**config.mk**
```make
export PLATFORM = sky130hd
export DESIGN_NAME = cmul_ctrl
export DESIGN_NICKNAME = d
export VERILOG_FILES = /design/src/cmul_pkg.sv /design/src/cmul_scaler.sv /design/src/cmul_ctrl.sv
export SDC_FILE = /design/constraint.sdc
export NUM_CORES = 1
export LEC_CHECK = 0
export BUFFER_PORTS_ARGS = -buffer_cell sky130_fd_sc_hd__buf_2
export CORE_MARGIN = 1
export CORE_UTILIZATION = 45
export CTS_BUF_LIST = sky130_fd_sc_hd__clkbuf_4
export CTS_CLUSTER_SIZE = 40
export DETAILED_ROUTE_END_ITERATION = 12
export PLACE_DENSITY = 0.77
export SLEW_MARGIN = 30
export SYNTH_ARGS = -nofsm -noshare
export SYNTH_HDL_FRONTEND = slang
export SYNTH_SLANG_ARGS = --single-unit
```
**constraint.sdc**
```tcl
create_clock -name clock -period 2.95 [get_ports clock]
set_input_delay 0.59 -clock clock [delete_from_list [all_inputs] [get_ports clock]]
set_output_delay 0.59 -clock clock [all_outputs]
set_load 0.02 [all_outputs]
```
**src/cmul_pkg.sv**
```systemverilog
// Constants for the clock multiplier control register and its sequencing
package cmul_pkg;

    // Register location and width
    localparam logic [7:0] CMUL_CTRL_ADDR    = 8'h00_AB;
    localparam int         CMUL_DATA_W       = 8;
    localparam logic [7:0] CMUL_CTRL_RESET   = 8'h00_00;

    // Field positions
    localparam int         CMUL_ON_BIT       = 7;
    localparam int         CMUL_KICK_BIT     = 6;
    localparam int         CMUL_LOCKED_BIT   = 5;
    localparam int         CMUL_SCALE_MSB    = 4;
    localparam int         CMUL_SCALE_LSB    = 2;
    localparam int         CMUL_PICK_MSB     = 1;
    localparam int         CMUL_PICK_LSB     = 0;

    // Scale and pick codes
    localparam logic [2:0] CMUL_SCALE_DIV3   = 3'h3;
    localparam logic [1:0] CMUL_PICK_OSC_HALF = 2'h0;

    // Lock time of the multiplier after initialization
    localparam int         CMUL_CLK_MHZ      = 100;
    localparam int         CMUL_LOCK_TIME_NS = 2000;
    localparam int         CMUL_LOCK_CYCLES  = (CMUL_LOCK_TIME_NS * CMUL_CLK_MHZ + 999) / 1000;
    localparam int         CMUL_LOCK_CNT_W   = 16;

    // Control sequencer states
    typedef enum logic [1:0]
    {
        CMUL_OFF     = 2'b00,
        CMUL_ON      = 2'b01,
        CMUL_LOCKING = 2'b10,
        CMUL_LOCKED  = 2'b11
    } cmul_state_e;

endpackage

```
**src/cmul_scaler.sv**
```systemverilog
// Output scaler producing core clock enables at 1 or 2/N of the multiplier rate
`timescale 1ns/1ps
module cmul_scaler
(
    // Clock and reset
    input  wire logic       clock,
    input  wire logic       reset,
    // Control
    input  wire logic       run,
    input  wire logic [2:0] scale_code,
    // Scaled output
    output logic            core_clk_en
);
    import cmul_pkg::*;

    logic [2:0] acc_q;
    logic [2:0] acc_d;
    logic       tick_q;
    logic       tick_d;
    logic [3:0] sum;
    logic [3:0] modulus;

    // Adds two per input cycle, ticks on every wrap past N
    always_comb
    begin
        modulus = {1'b0, scale_code};
        sum     = {1'b0, acc_q} + 4'h2;
        acc_d   = acc_q;
        tick_d  = 1'b0;
        if (!run)
        begin
            acc_d = 3'h0;
        end
        else if (scale_code < CMUL_SCALE_DIV3)
        begin
            acc_d  = 3'h0;
            tick_d = 1'b1;
        end
        else if (sum >= modulus)
        begin
            acc_d  = 3'(sum - modulus);
            tick_d = 1'b1;
        end
        else
        begin
            acc_d = sum[2:0];
        end
    end

    // Odd divisors give an uneven tick pattern and so an uneven duty cycle
    always_ff @(posedge clock)
    begin
        if (reset)
        begin
            acc_q  <= 3'h0;
            tick_q <= 1'b0;
        end
        else
        begin
            acc_q  <= acc_d;
            tick_q <= tick_d;
        end
    end

    assign core_clk_en = tick_q;

endmodule // cmul_scaler

```
**src/cmul_ctrl.sv**
```systemverilog
// Clock multiplier control register, lock sequencing and output scaling
`timescale 1ns/1ps
module cmul_ctrl
(
    // Clock and reset
    input  wire logic                           clock,
    input  wire logic                           reset,
    // Special-function register port
    input  wire logic [7:0]                     sfr_addr,
    input  wire logic                           sfr_wr,
    input  wire logic                           sfr_rd,
    input  wire logic [cmul_pkg::CMUL_DATA_W-1:0] sfr_wdata,
    output logic      [cmul_pkg::CMUL_DATA_W-1:0] sfr_rdata,
    // Analog multiplier controls
    output logic                                mult_enable,
    output logic                                mult_init,
    output logic      [1:0]                     mult_src_sel,
    output logic                                mult_src_osc_half,
    // Scaled core clock enable and lock status
    output logic                                core_clk_en,
    output logic                                multiplier_locked
);
    import cmul_pkg::*;

    // Register fields
    logic                          on_q;
    logic                          on_d;
    logic                          kick_q;
    logic                          kick_d;
    logic [2:0]                    scale_q;
    logic [2:0]                    scale_d;
    logic [1:0]                    pick_q;
    logic [1:0]                    pick_d;
    logic [CMUL_DATA_W-1:0]        rdata_q;
    logic [CMUL_DATA_W-1:0]        rdata_d;

    // Sequencer
    cmul_state_e                   state_q;
    cmul_state_e                   state_d;
    logic [CMUL_LOCK_CNT_W-1:0]    lock_cnt_q;
    logic [CMUL_LOCK_CNT_W-1:0]    lock_cnt_d;
    logic                          init_q;
    logic                          init_d;

    // Decode
    logic                          wr_hit;
    logic                          rd_hit;
    logic                          kick_req;
    logic                          locked;
    logic [CMUL_DATA_W-1:0]        ctrl_view;

    assign wr_hit   = sfr_wr && (sfr_addr == CMUL_CTRL_ADDR);
    assign rd_hit   = sfr_rd && (sfr_addr == CMUL_CTRL_ADDR);
    // Kick only counts when the multiplier was already on before this write
    assign kick_req = wr_hit && sfr_wdata[CMUL_KICK_BIT] && on_q
                      && sfr_wdata[CMUL_ON_BIT];
    assign locked   = (state_q == CMUL_LOCKED);

    // Read view; locked bit reflects sequencer, never stored from a write
    always_comb
    begin
        ctrl_view                                 = CMUL_CTRL_RESET;
        ctrl_view[CMUL_ON_BIT]                    = on_q;
        ctrl_view[CMUL_KICK_BIT]                  = kick_q;
        ctrl_view[CMUL_LOCKED_BIT]                = locked;
        ctrl_view[CMUL_SCALE_MSB:CMUL_SCALE_LSB]  = scale_q;
        ctrl_view[CMUL_PICK_MSB:CMUL_PICK_LSB]    = pick_q;
    end

    // Register write and read
    always_comb
    begin
        on_d    = on_q;
        kick_d  = kick_q;
        scale_d = scale_q;
        pick_d  = pick_q;
        rdata_d = rdata_q;
        if (wr_hit)
        begin
            on_d    = sfr_wdata[CMUL_ON_BIT];
            kick_d  = sfr_wdata[CMUL_KICK_BIT];
            scale_d = sfr_wdata[CMUL_SCALE_MSB:CMUL_SCALE_LSB];
            pick_d  = sfr_wdata[CMUL_PICK_MSB:CMUL_PICK_LSB];
        end
        // Reads of other addresses return zero
        if (rd_hit)
        begin
            rdata_d = ctrl_view;
        end
        else if (sfr_rd)
        begin
            rdata_d = CMUL_CTRL_RESET;
        end
    end

    // Field registers and read data
    always_ff @(posedge clock)
    begin
        if (reset)
        begin
            on_q    <= 1'b0;
            kick_q  <= 1'b0;
            scale_q <= 3'h0;
            pick_q  <= 2'h0;
            rdata_q <= CMUL_CTRL_RESET;
        end
        else
        begin
            on_q    <= on_d;
            kick_q  <= kick_d;
            scale_q <= scale_d;
            pick_q  <= pick_d;
            rdata_q <= rdata_d;
        end
    end

    // Enable, initialize and lock sequencing
    always_comb
    begin
        state_d    = state_q;
        lock_cnt_d = lock_cnt_q;
        init_d     = 1'b0;
        unique case (state_q)
            CMUL_OFF:
            begin
                // Kick in the cycle right after enabling still counts
                if (kick_req)
                begin
                    state_d    = CMUL_LOCKING;
                    lock_cnt_d = CMUL_LOCK_CNT_W'(CMUL_LOCK_CYCLES);
                    init_d     = 1'b1;
                end
                else if (on_q)
                begin
                    state_d = CMUL_ON;
                end
            end
            CMUL_ON:
            begin
                if (kick_req)
                begin
                    state_d    = CMUL_LOCKING;
                    lock_cnt_d = CMUL_LOCK_CNT_W'(CMUL_LOCK_CYCLES);
                    init_d     = 1'b1;
                end
            end
            CMUL_LOCKING:
            begin
                if (lock_cnt_q > CMUL_LOCK_CNT_W'(1))
                begin
                    lock_cnt_d = lock_cnt_q - CMUL_LOCK_CNT_W'(1);
                end
                else
                begin
                    lock_cnt_d = '0;
                    state_d    = CMUL_LOCKED;
                end
            end
            CMUL_LOCKED:
            begin
                // A fresh kick restarts the lock sequence
                if (kick_req)
                begin
                    state_d    = CMUL_LOCKING;
                    lock_cnt_d = CMUL_LOCK_CNT_W'(CMUL_LOCK_CYCLES);
                    init_d     = 1'b1;
                end
            end
        endcase
        // Disable drops lock at once
        if (!on_q)
        begin
            state_d    = CMUL_OFF;
            lock_cnt_d = '0;
            init_d     = 1'b0;
        end
    end

    always_ff @(posedge clock)
    begin
        if (reset)
        begin
            state_q    <= CMUL_OFF;
            lock_cnt_q <= '0;
            init_q     <= 1'b0;
        end
        else
        begin
            state_q    <= state_d;
            lock_cnt_q <= lock_cnt_d;
            init_q     <= init_d;
        end
    end

    // Scaled core clock enable, running only while enabled
    cmul_scaler u_scaler
    (
        .clock       (clock),
        .reset       (reset),
        .run         (on_q),
        .scale_code  (scale_q),
        .core_clk_en (core_clk_en)
    );

    // Outputs
    assign sfr_rdata         = rdata_q;
    assign mult_enable       = on_q;
    assign mult_init         = init_q;
    assign mult_src_sel      = pick_q;
    assign mult_src_osc_half = (pick_q == CMUL_PICK_OSC_HALF);
    assign multiplier_locked = locked;

endmodule // cmul_ctrl

```
=== Word-level counts from Yosys, hierarchy flattened ===
Cells that the tools add are included.
W data, S select, Z words.

* Equality and inequality tests: 7
* Reductions and logical operators: 14
* Bitwise gates (word level): 2
* Muxes and demuxes: 13
* Add/sub/neg operators: 3
* $lt $le $gt $ge: 3

{| class="wikitable"
|+ Operators with widths
! operator !! count
|-
| $mux W16 || 2
|-
| $pmux W16 S2 || 1
|-
| $gt A16 B1 Y1 const B || 1
|-
| $mux W8 || 2
|-
| $sub A16 B1 Y16 const B || 1
|-
| $reduce_or A3 Y1 || 3
|-
| $eq A8 B8 Y1 const B || 1
|-
| $mux W2 || 3
|-
| $pmux W2 S3 || 1
|-
| $logic_and A1 B1 Y1 || 5
|-
| $add A3 B2 Y4 const B || 1
|-
| $eq A2 B2 Y1 const B || 2
|-
| $ge A4 B3 Y1 || 1
|-
| $logic_not A2 Y1 || 2
|-
| $ne A2 B1 Y1 const B || 2
|-
| $reduce_or A2 Y1 || 2
|-
| $lt A3 B2 Y1 const B || 1
|-
| $mux W1 || 3
|-
| $mux W3 || 1
|-
| $sub A3 B3 Y3 || 1
|-
| $eq A2 B1 Y1 const B || 1
|-
| $ne A2 B2 Y1 const B || 1
|-
| $not A1 Y1 || 2
|-
| $reduce_and A2 Y1 || 1
|-
| $reduce_bool A2 Y1 || 1
|}

* Output and inout port bits: 15
* Flip-flop bits (word level): 38
* Bits of input ports: 20
* Logic and storage cells: 52

=== Longest topological paths before layout ===
* Depth in word-level cells: 7
* Gate-level depth with buffers: 9
* Mapped depth without buffers: 9

=== Modules after synthesis ===
Synthesis repeated with hierarchy kept, for this count alone.

* Cells, all modules: 227
* Area total of the unflattened synthesis: 1,995.7 um^2

{| class="wikitable"
|+ By module, submodules not included
! module !! sequential area each (um^2) !! area an instance (um^2) !! times used !! cells an instance
|-
| cmul_ctrl || 680.7 || 1,682.9 || 1 || 195
|-
| cmul_scaler || 80.1 || 312.8 || 1 || 32
|}

=== Worst setup path after synthesis ===
OpenSTA, ideal clock, no wires.

* Path type: register to register
* Start point: reg lock_cnt_q[4]
* End point: reg lock_cnt_q[13]
* Buffers on the path: 0
* Library setup time: 114 ps
* Stages on the path, launching flop included: 6
* Slack: 870 ps
* Data required time: 2,836 ps
* Arrival: 1,966 ps
* Period minus slack after synthesis: 2,080 ps
* Path through: dfxtp_1 -> or4_4 -> or2_4 -> or4_4 -> a21o_1 -> a21o_1

* Longest elaborated chain between the ends: 3
* Elaborated cells on any way between the ends: 4
* Classes of those cells: add/sub (1); order compare (1); mux (2)

{| class="wikitable"
|+ RTL lines
! item !! line !! text
|-
| from (decl) || cmul_ctrl.sv:40 || <nowiki>logic [CMUL_LOCK_CNT_W-1:0] lock_cnt_q;</nowiki>
|-
| from (signal assigned) || cmul_ctrl.sv:190 || <nowiki>lock_cnt_q <= lock_cnt_d;</nowiki>
|-
| $sub A16 B1 Y16 or $gt A16 B1 Y1 (tied branches) || cmul_ctrl.sv:151, cmul_ctrl.sv:149 ||
|-
| $mux W16 * || cmul_ctrl.sv:149 || <nowiki>if (lock_cnt_q > CMUL_LOCK_CNT_W'(1))</nowiki>
|-
| $pmux W16 S2 * || cmul_ctrl.sv:123 || <nowiki>unique case (state_q)</nowiki>
|}

Every way passes the cells marked *; elsewhere a longest branch is shown, timed or not.
A chain may end at the register's enable or synchronous reset.

=== Worst setup path after layout ===
Same ends and word-level chain as after synthesis.

==> flow_metrics.env <==
export IMPL_cts_root_buf="clkbuf_4"
export IMPL_synthCells=205
export IMPL_hold_class="reg -> reg"
export IMPL_drtPass1Iterations=4
export IMPL_drt_total_wl_um=3602
export IMPL_syn_area_per_cell_um2=8.655
export IMPL_antenna_found_initial=0
export IMPL_remaining_drc_errors=0
export IMPL_ios=35
export IMPL_grt_util_all_layers_pct=19.66
export IMPL_r2r_end="lock_cnt_q[13]"
export IMPL_insertedDiodeCount=0
export IMPL_outcome="finished clean"
export IMPL_power_uw=803.8
export IMPL_grt_max_degree=18
export IMPL_h_tree_depth=2
export IMPL_fin_skew_ns=0.01436
export IMPL_die_w_um=64.79
export IMPL_path_delay_family="simple AND/OR/NAND/NOR gates"
export IMPL_layout_min_cycle_time_ns=2.182
export IMPL_yosysUniqueCellTypes=43
export IMPL_globalRouteOverflowTotal=0
export IMPL_clk_transition_reported_paths_ns=0.12
export IMPL_async_flop_share_pct=0
export IMPL_relSlewSlack_pct=69.34
export IMPL_setup_violations=0
export IMPL_powerDensity_mw_per_mm2=388.9
export IMPL_die_y_um=64.79
export IMPL_post_drt_via_cell_ratio=5.341
export IMPL_dpl_hpwl_um=2654
export IMPL_startpoint="lock_cnt_q[4]"
export IMPL_die_area_mm2=0.004198
export IMPL_worstSetupStartpointType="register"
export IMPL_grt_pass1_vias=1510
export IMPL_fmax_mhz=458.3
export IMPL_num_rows=22
export IMPL_slew_viol_final=0
export IMPL_setup_worst_path_end_class="register"
export IMPL_area_growth_pct=16.50
export IMPL_clockBufferDepth=2
export IMPL_cp_endpoint="lock_cnt_q[13]"
export IMPL_synth_edf_count=0
export IMPL_regToRegSetupSlack_ns=0.77
export IMPL_multi_input_area_um2=952.2
export IMPL_synth_seq_cells=38
export IMPL_p_leak_uw=0.0009080
export IMPL_worstPathArrival_ns=2.45
export IMPL_cts_resized=0
export IMPL_rsz0062_at_grt="no"
export IMPL_postCtsSetupRepairBufs=0
export IMPL_cts_tree="yes"
export IMPL_grt_pass1_wl_um=6417
export IMPL_required_ns=3.22
export IMPL_final_net_count=271
export IMPL_drt_initial_drc_count=124
export IMPL_syn_cell_area_mm2=0.001774
export IMPL_hold_viol=0
export IMPL_r2r_start="lock_cnt_q[4]"
export IMPL_regArea_um2=760.7
export IMPL_start_util_pct=47.74
export IMPL_synth_seq_area_share_pct=42.88
export IMPL_synth_flop_cell="dfxtp_1"
export IMPL_cpPeakStageDelay_ns=0.58
export IMPL_io_buffers=33
export IMPL_ir_drop_mv=0.2990
export IMPL_setup_tns_ns=0
export IMPL_nFillCells=363
export IMPL_cts_sinks=38
export IMPL_cts_hold_buffers_added=0
export IMPL_yosys_warnings=0
export IMPL_wl_per_cell_um=12.29
export IMPL_min_from="lock_cnt_q[15]"
export IMPL_crit_chain="or4_4 -> or2_4 -> or4_4 -> a21o_1 -> a21o_1"
export IMPL_maxCapViolations=0
export IMPL_coreArea_mm2=0.003716
export IMPL_cp_max_fo=7
export IMPL_synth_nets=232
export IMPL_drive_gt1_share_pct=23.27
export IMPL_fin_crit_sh_pct=73.96
export IMPL_cp_depth=5
export IMPL_path_buf_inv=0
export IMPL_cts_buffers=5
export IMPL_worst_pin_slew_ns=0.4557
export IMPL_routabilityCongestion=0.7890
export IMPL_ant_nets=0
export IMPL_clk_latency_ns=0.36
export IMPL_vias=1565
export IMPL_reg2regPathDepth=5
export IMPL_slowest_stage="or4_4"
export IMPL_worstSetupPathType="reg -> reg"
export IMPL_whs_path_depth=1
==> synthesized netlist by cell type (5+ instances only) <==
| cell | number | area [um^2] |
|---|---|---|
| dfxtp_1 | 38 | 760.7 |
| nand2_1 | 23 | 86.33 |
| nor2_1 | 22 | 82.58 |
| a21oi_1 | 13 | 65.06 |
| inv_1 | 9 | 33.78 |
| nand3_1 | 9 | 45.04 |
| o21ai_0 | 9 | 45.04 |
| a22oi_1 | 8 | 60.06 |
| a21o_1 | 5 | 37.54 |
| clkbuf_1 | 5 | 18.77 |
| ha_1 | 5 | 62.56 |
==> where the power goes <==
group          internal (uW)  switching (uW)
combinational           10.5            11.3
sequential               513           0.121
clock                   88.6             180
total                    612             192
==> cell type report <==
cell class	instances	share of cell area, %
Multi-Input combinational cell	151	46.07
Sequential cell	38	36.80
Timing Repair Buffer	38	9.806
Tap cell	48	2.906
Clock buffer	5	1.816
Inverter	10	1.816
Clock inverter	3	0.7869
==> how the worst min path moves through the flow <==
stage / end / slack, ns
final: lock_cnt_q[15] / 0.47
after global routing: scale_q[0] / 0.47
after CTS: scale_q[0] / 0.46
after detailed placement: lock_cnt_q[15] / 0.45
after global placement: lock_cnt_q[15] / 0.44
after floorplan: lock_cnt_q[15] / 0.43
==> state kept, by name, summed over array words and instances (netlist names) <==
| register | flops |
|---|---|
| mult_init | 1 |
| mult_enable | 1 |
| kick_q | 1 |
| state_q | 2 |
| sfr_rdata | 8 |
| mult_src_sel | 2 |
| lock_cnt_q | 16 |
| u_scaler.acc_q | 3 |
| u_scaler.core_clk_en | 1 |
| scale_q | 3 |
==> cells in the final DEF (no fill, tap or decap), types with 3 or more instances in the layout <==
cell / netlist / layout
nor4_1: 4 / 4
or3_2: 4 / 4
o21ai_0: 9 / 9
nor2_1: 22 / 22
inv_1: 9 / 9
buf_2: 1 / 33
or4_1: 3 / 3
dfxtp_1: 38 / 38
xor2_1: 3 / 3
buf_4: 0 / 5
clkbuf_4: 0 / 5
a21oi_1: 13 / 13
nand3_1: 9 / 9
mux2i_1: 4 / 4
nor3_1: 3 / 3
ha_1: 5 / 5
a22oi_1: 8 / 8
a21o_1: 5 / 5
a211oi_1: 3 / 3
nand2_1: 23 / 23
==> per-stage QoR <==
step | hold slack (ns) | instances | worst slack (ns) | area [um^2] | utilization [%]
2_1_floorplan | 0.4261 | 205 | 0.8702 | 1774 | -
3_3_place_gp | 0.4413 | 285 | 0.7040 | 2013 | 54.18
3_5_place_dp | 0.4500 | 285 | 0.6842 | 2013 | 54.18
4_1_cts | 0.4647 | 293 | 0.7557 | 2067 | 55.62
5_1_grt | 0.4721 | 293 | 0.6887 | 2067 | 55.62
6_report | 0.4666 | 293 | 0.7682 | 2067 | 55.62
==> logic make-up (layout without fill, tap and decap cells) <==
| kind of cell | Yosys count | in the layout | share of synthesized area, % |
|---|---|---|---|
| mux | 4 | 4 | 2.257 |
| compound gates | 49 | 49 | 18.12 |
| simple gates | 88 | 88 | 26.02 |
| xor+xnor | 3 | 3 | 1.481 |
| fa+ha+maj | 7 | 7 | 5.783 |
| flops | 38 | 38 | 42.88 |
| buf+inv | 16 | 56 | 3.455 |
==> layer usage <==
metal	part of all wire [%]	track usage, %	vias to the layer above
met4	1.9	8.333	0
met5	0	0	-
met2	47	34.11	31
li1	-	-	810
met1	47	23.01	716
met3	3.9	4.401	8
Note: power is estimated with default switching activity, not from simulation.
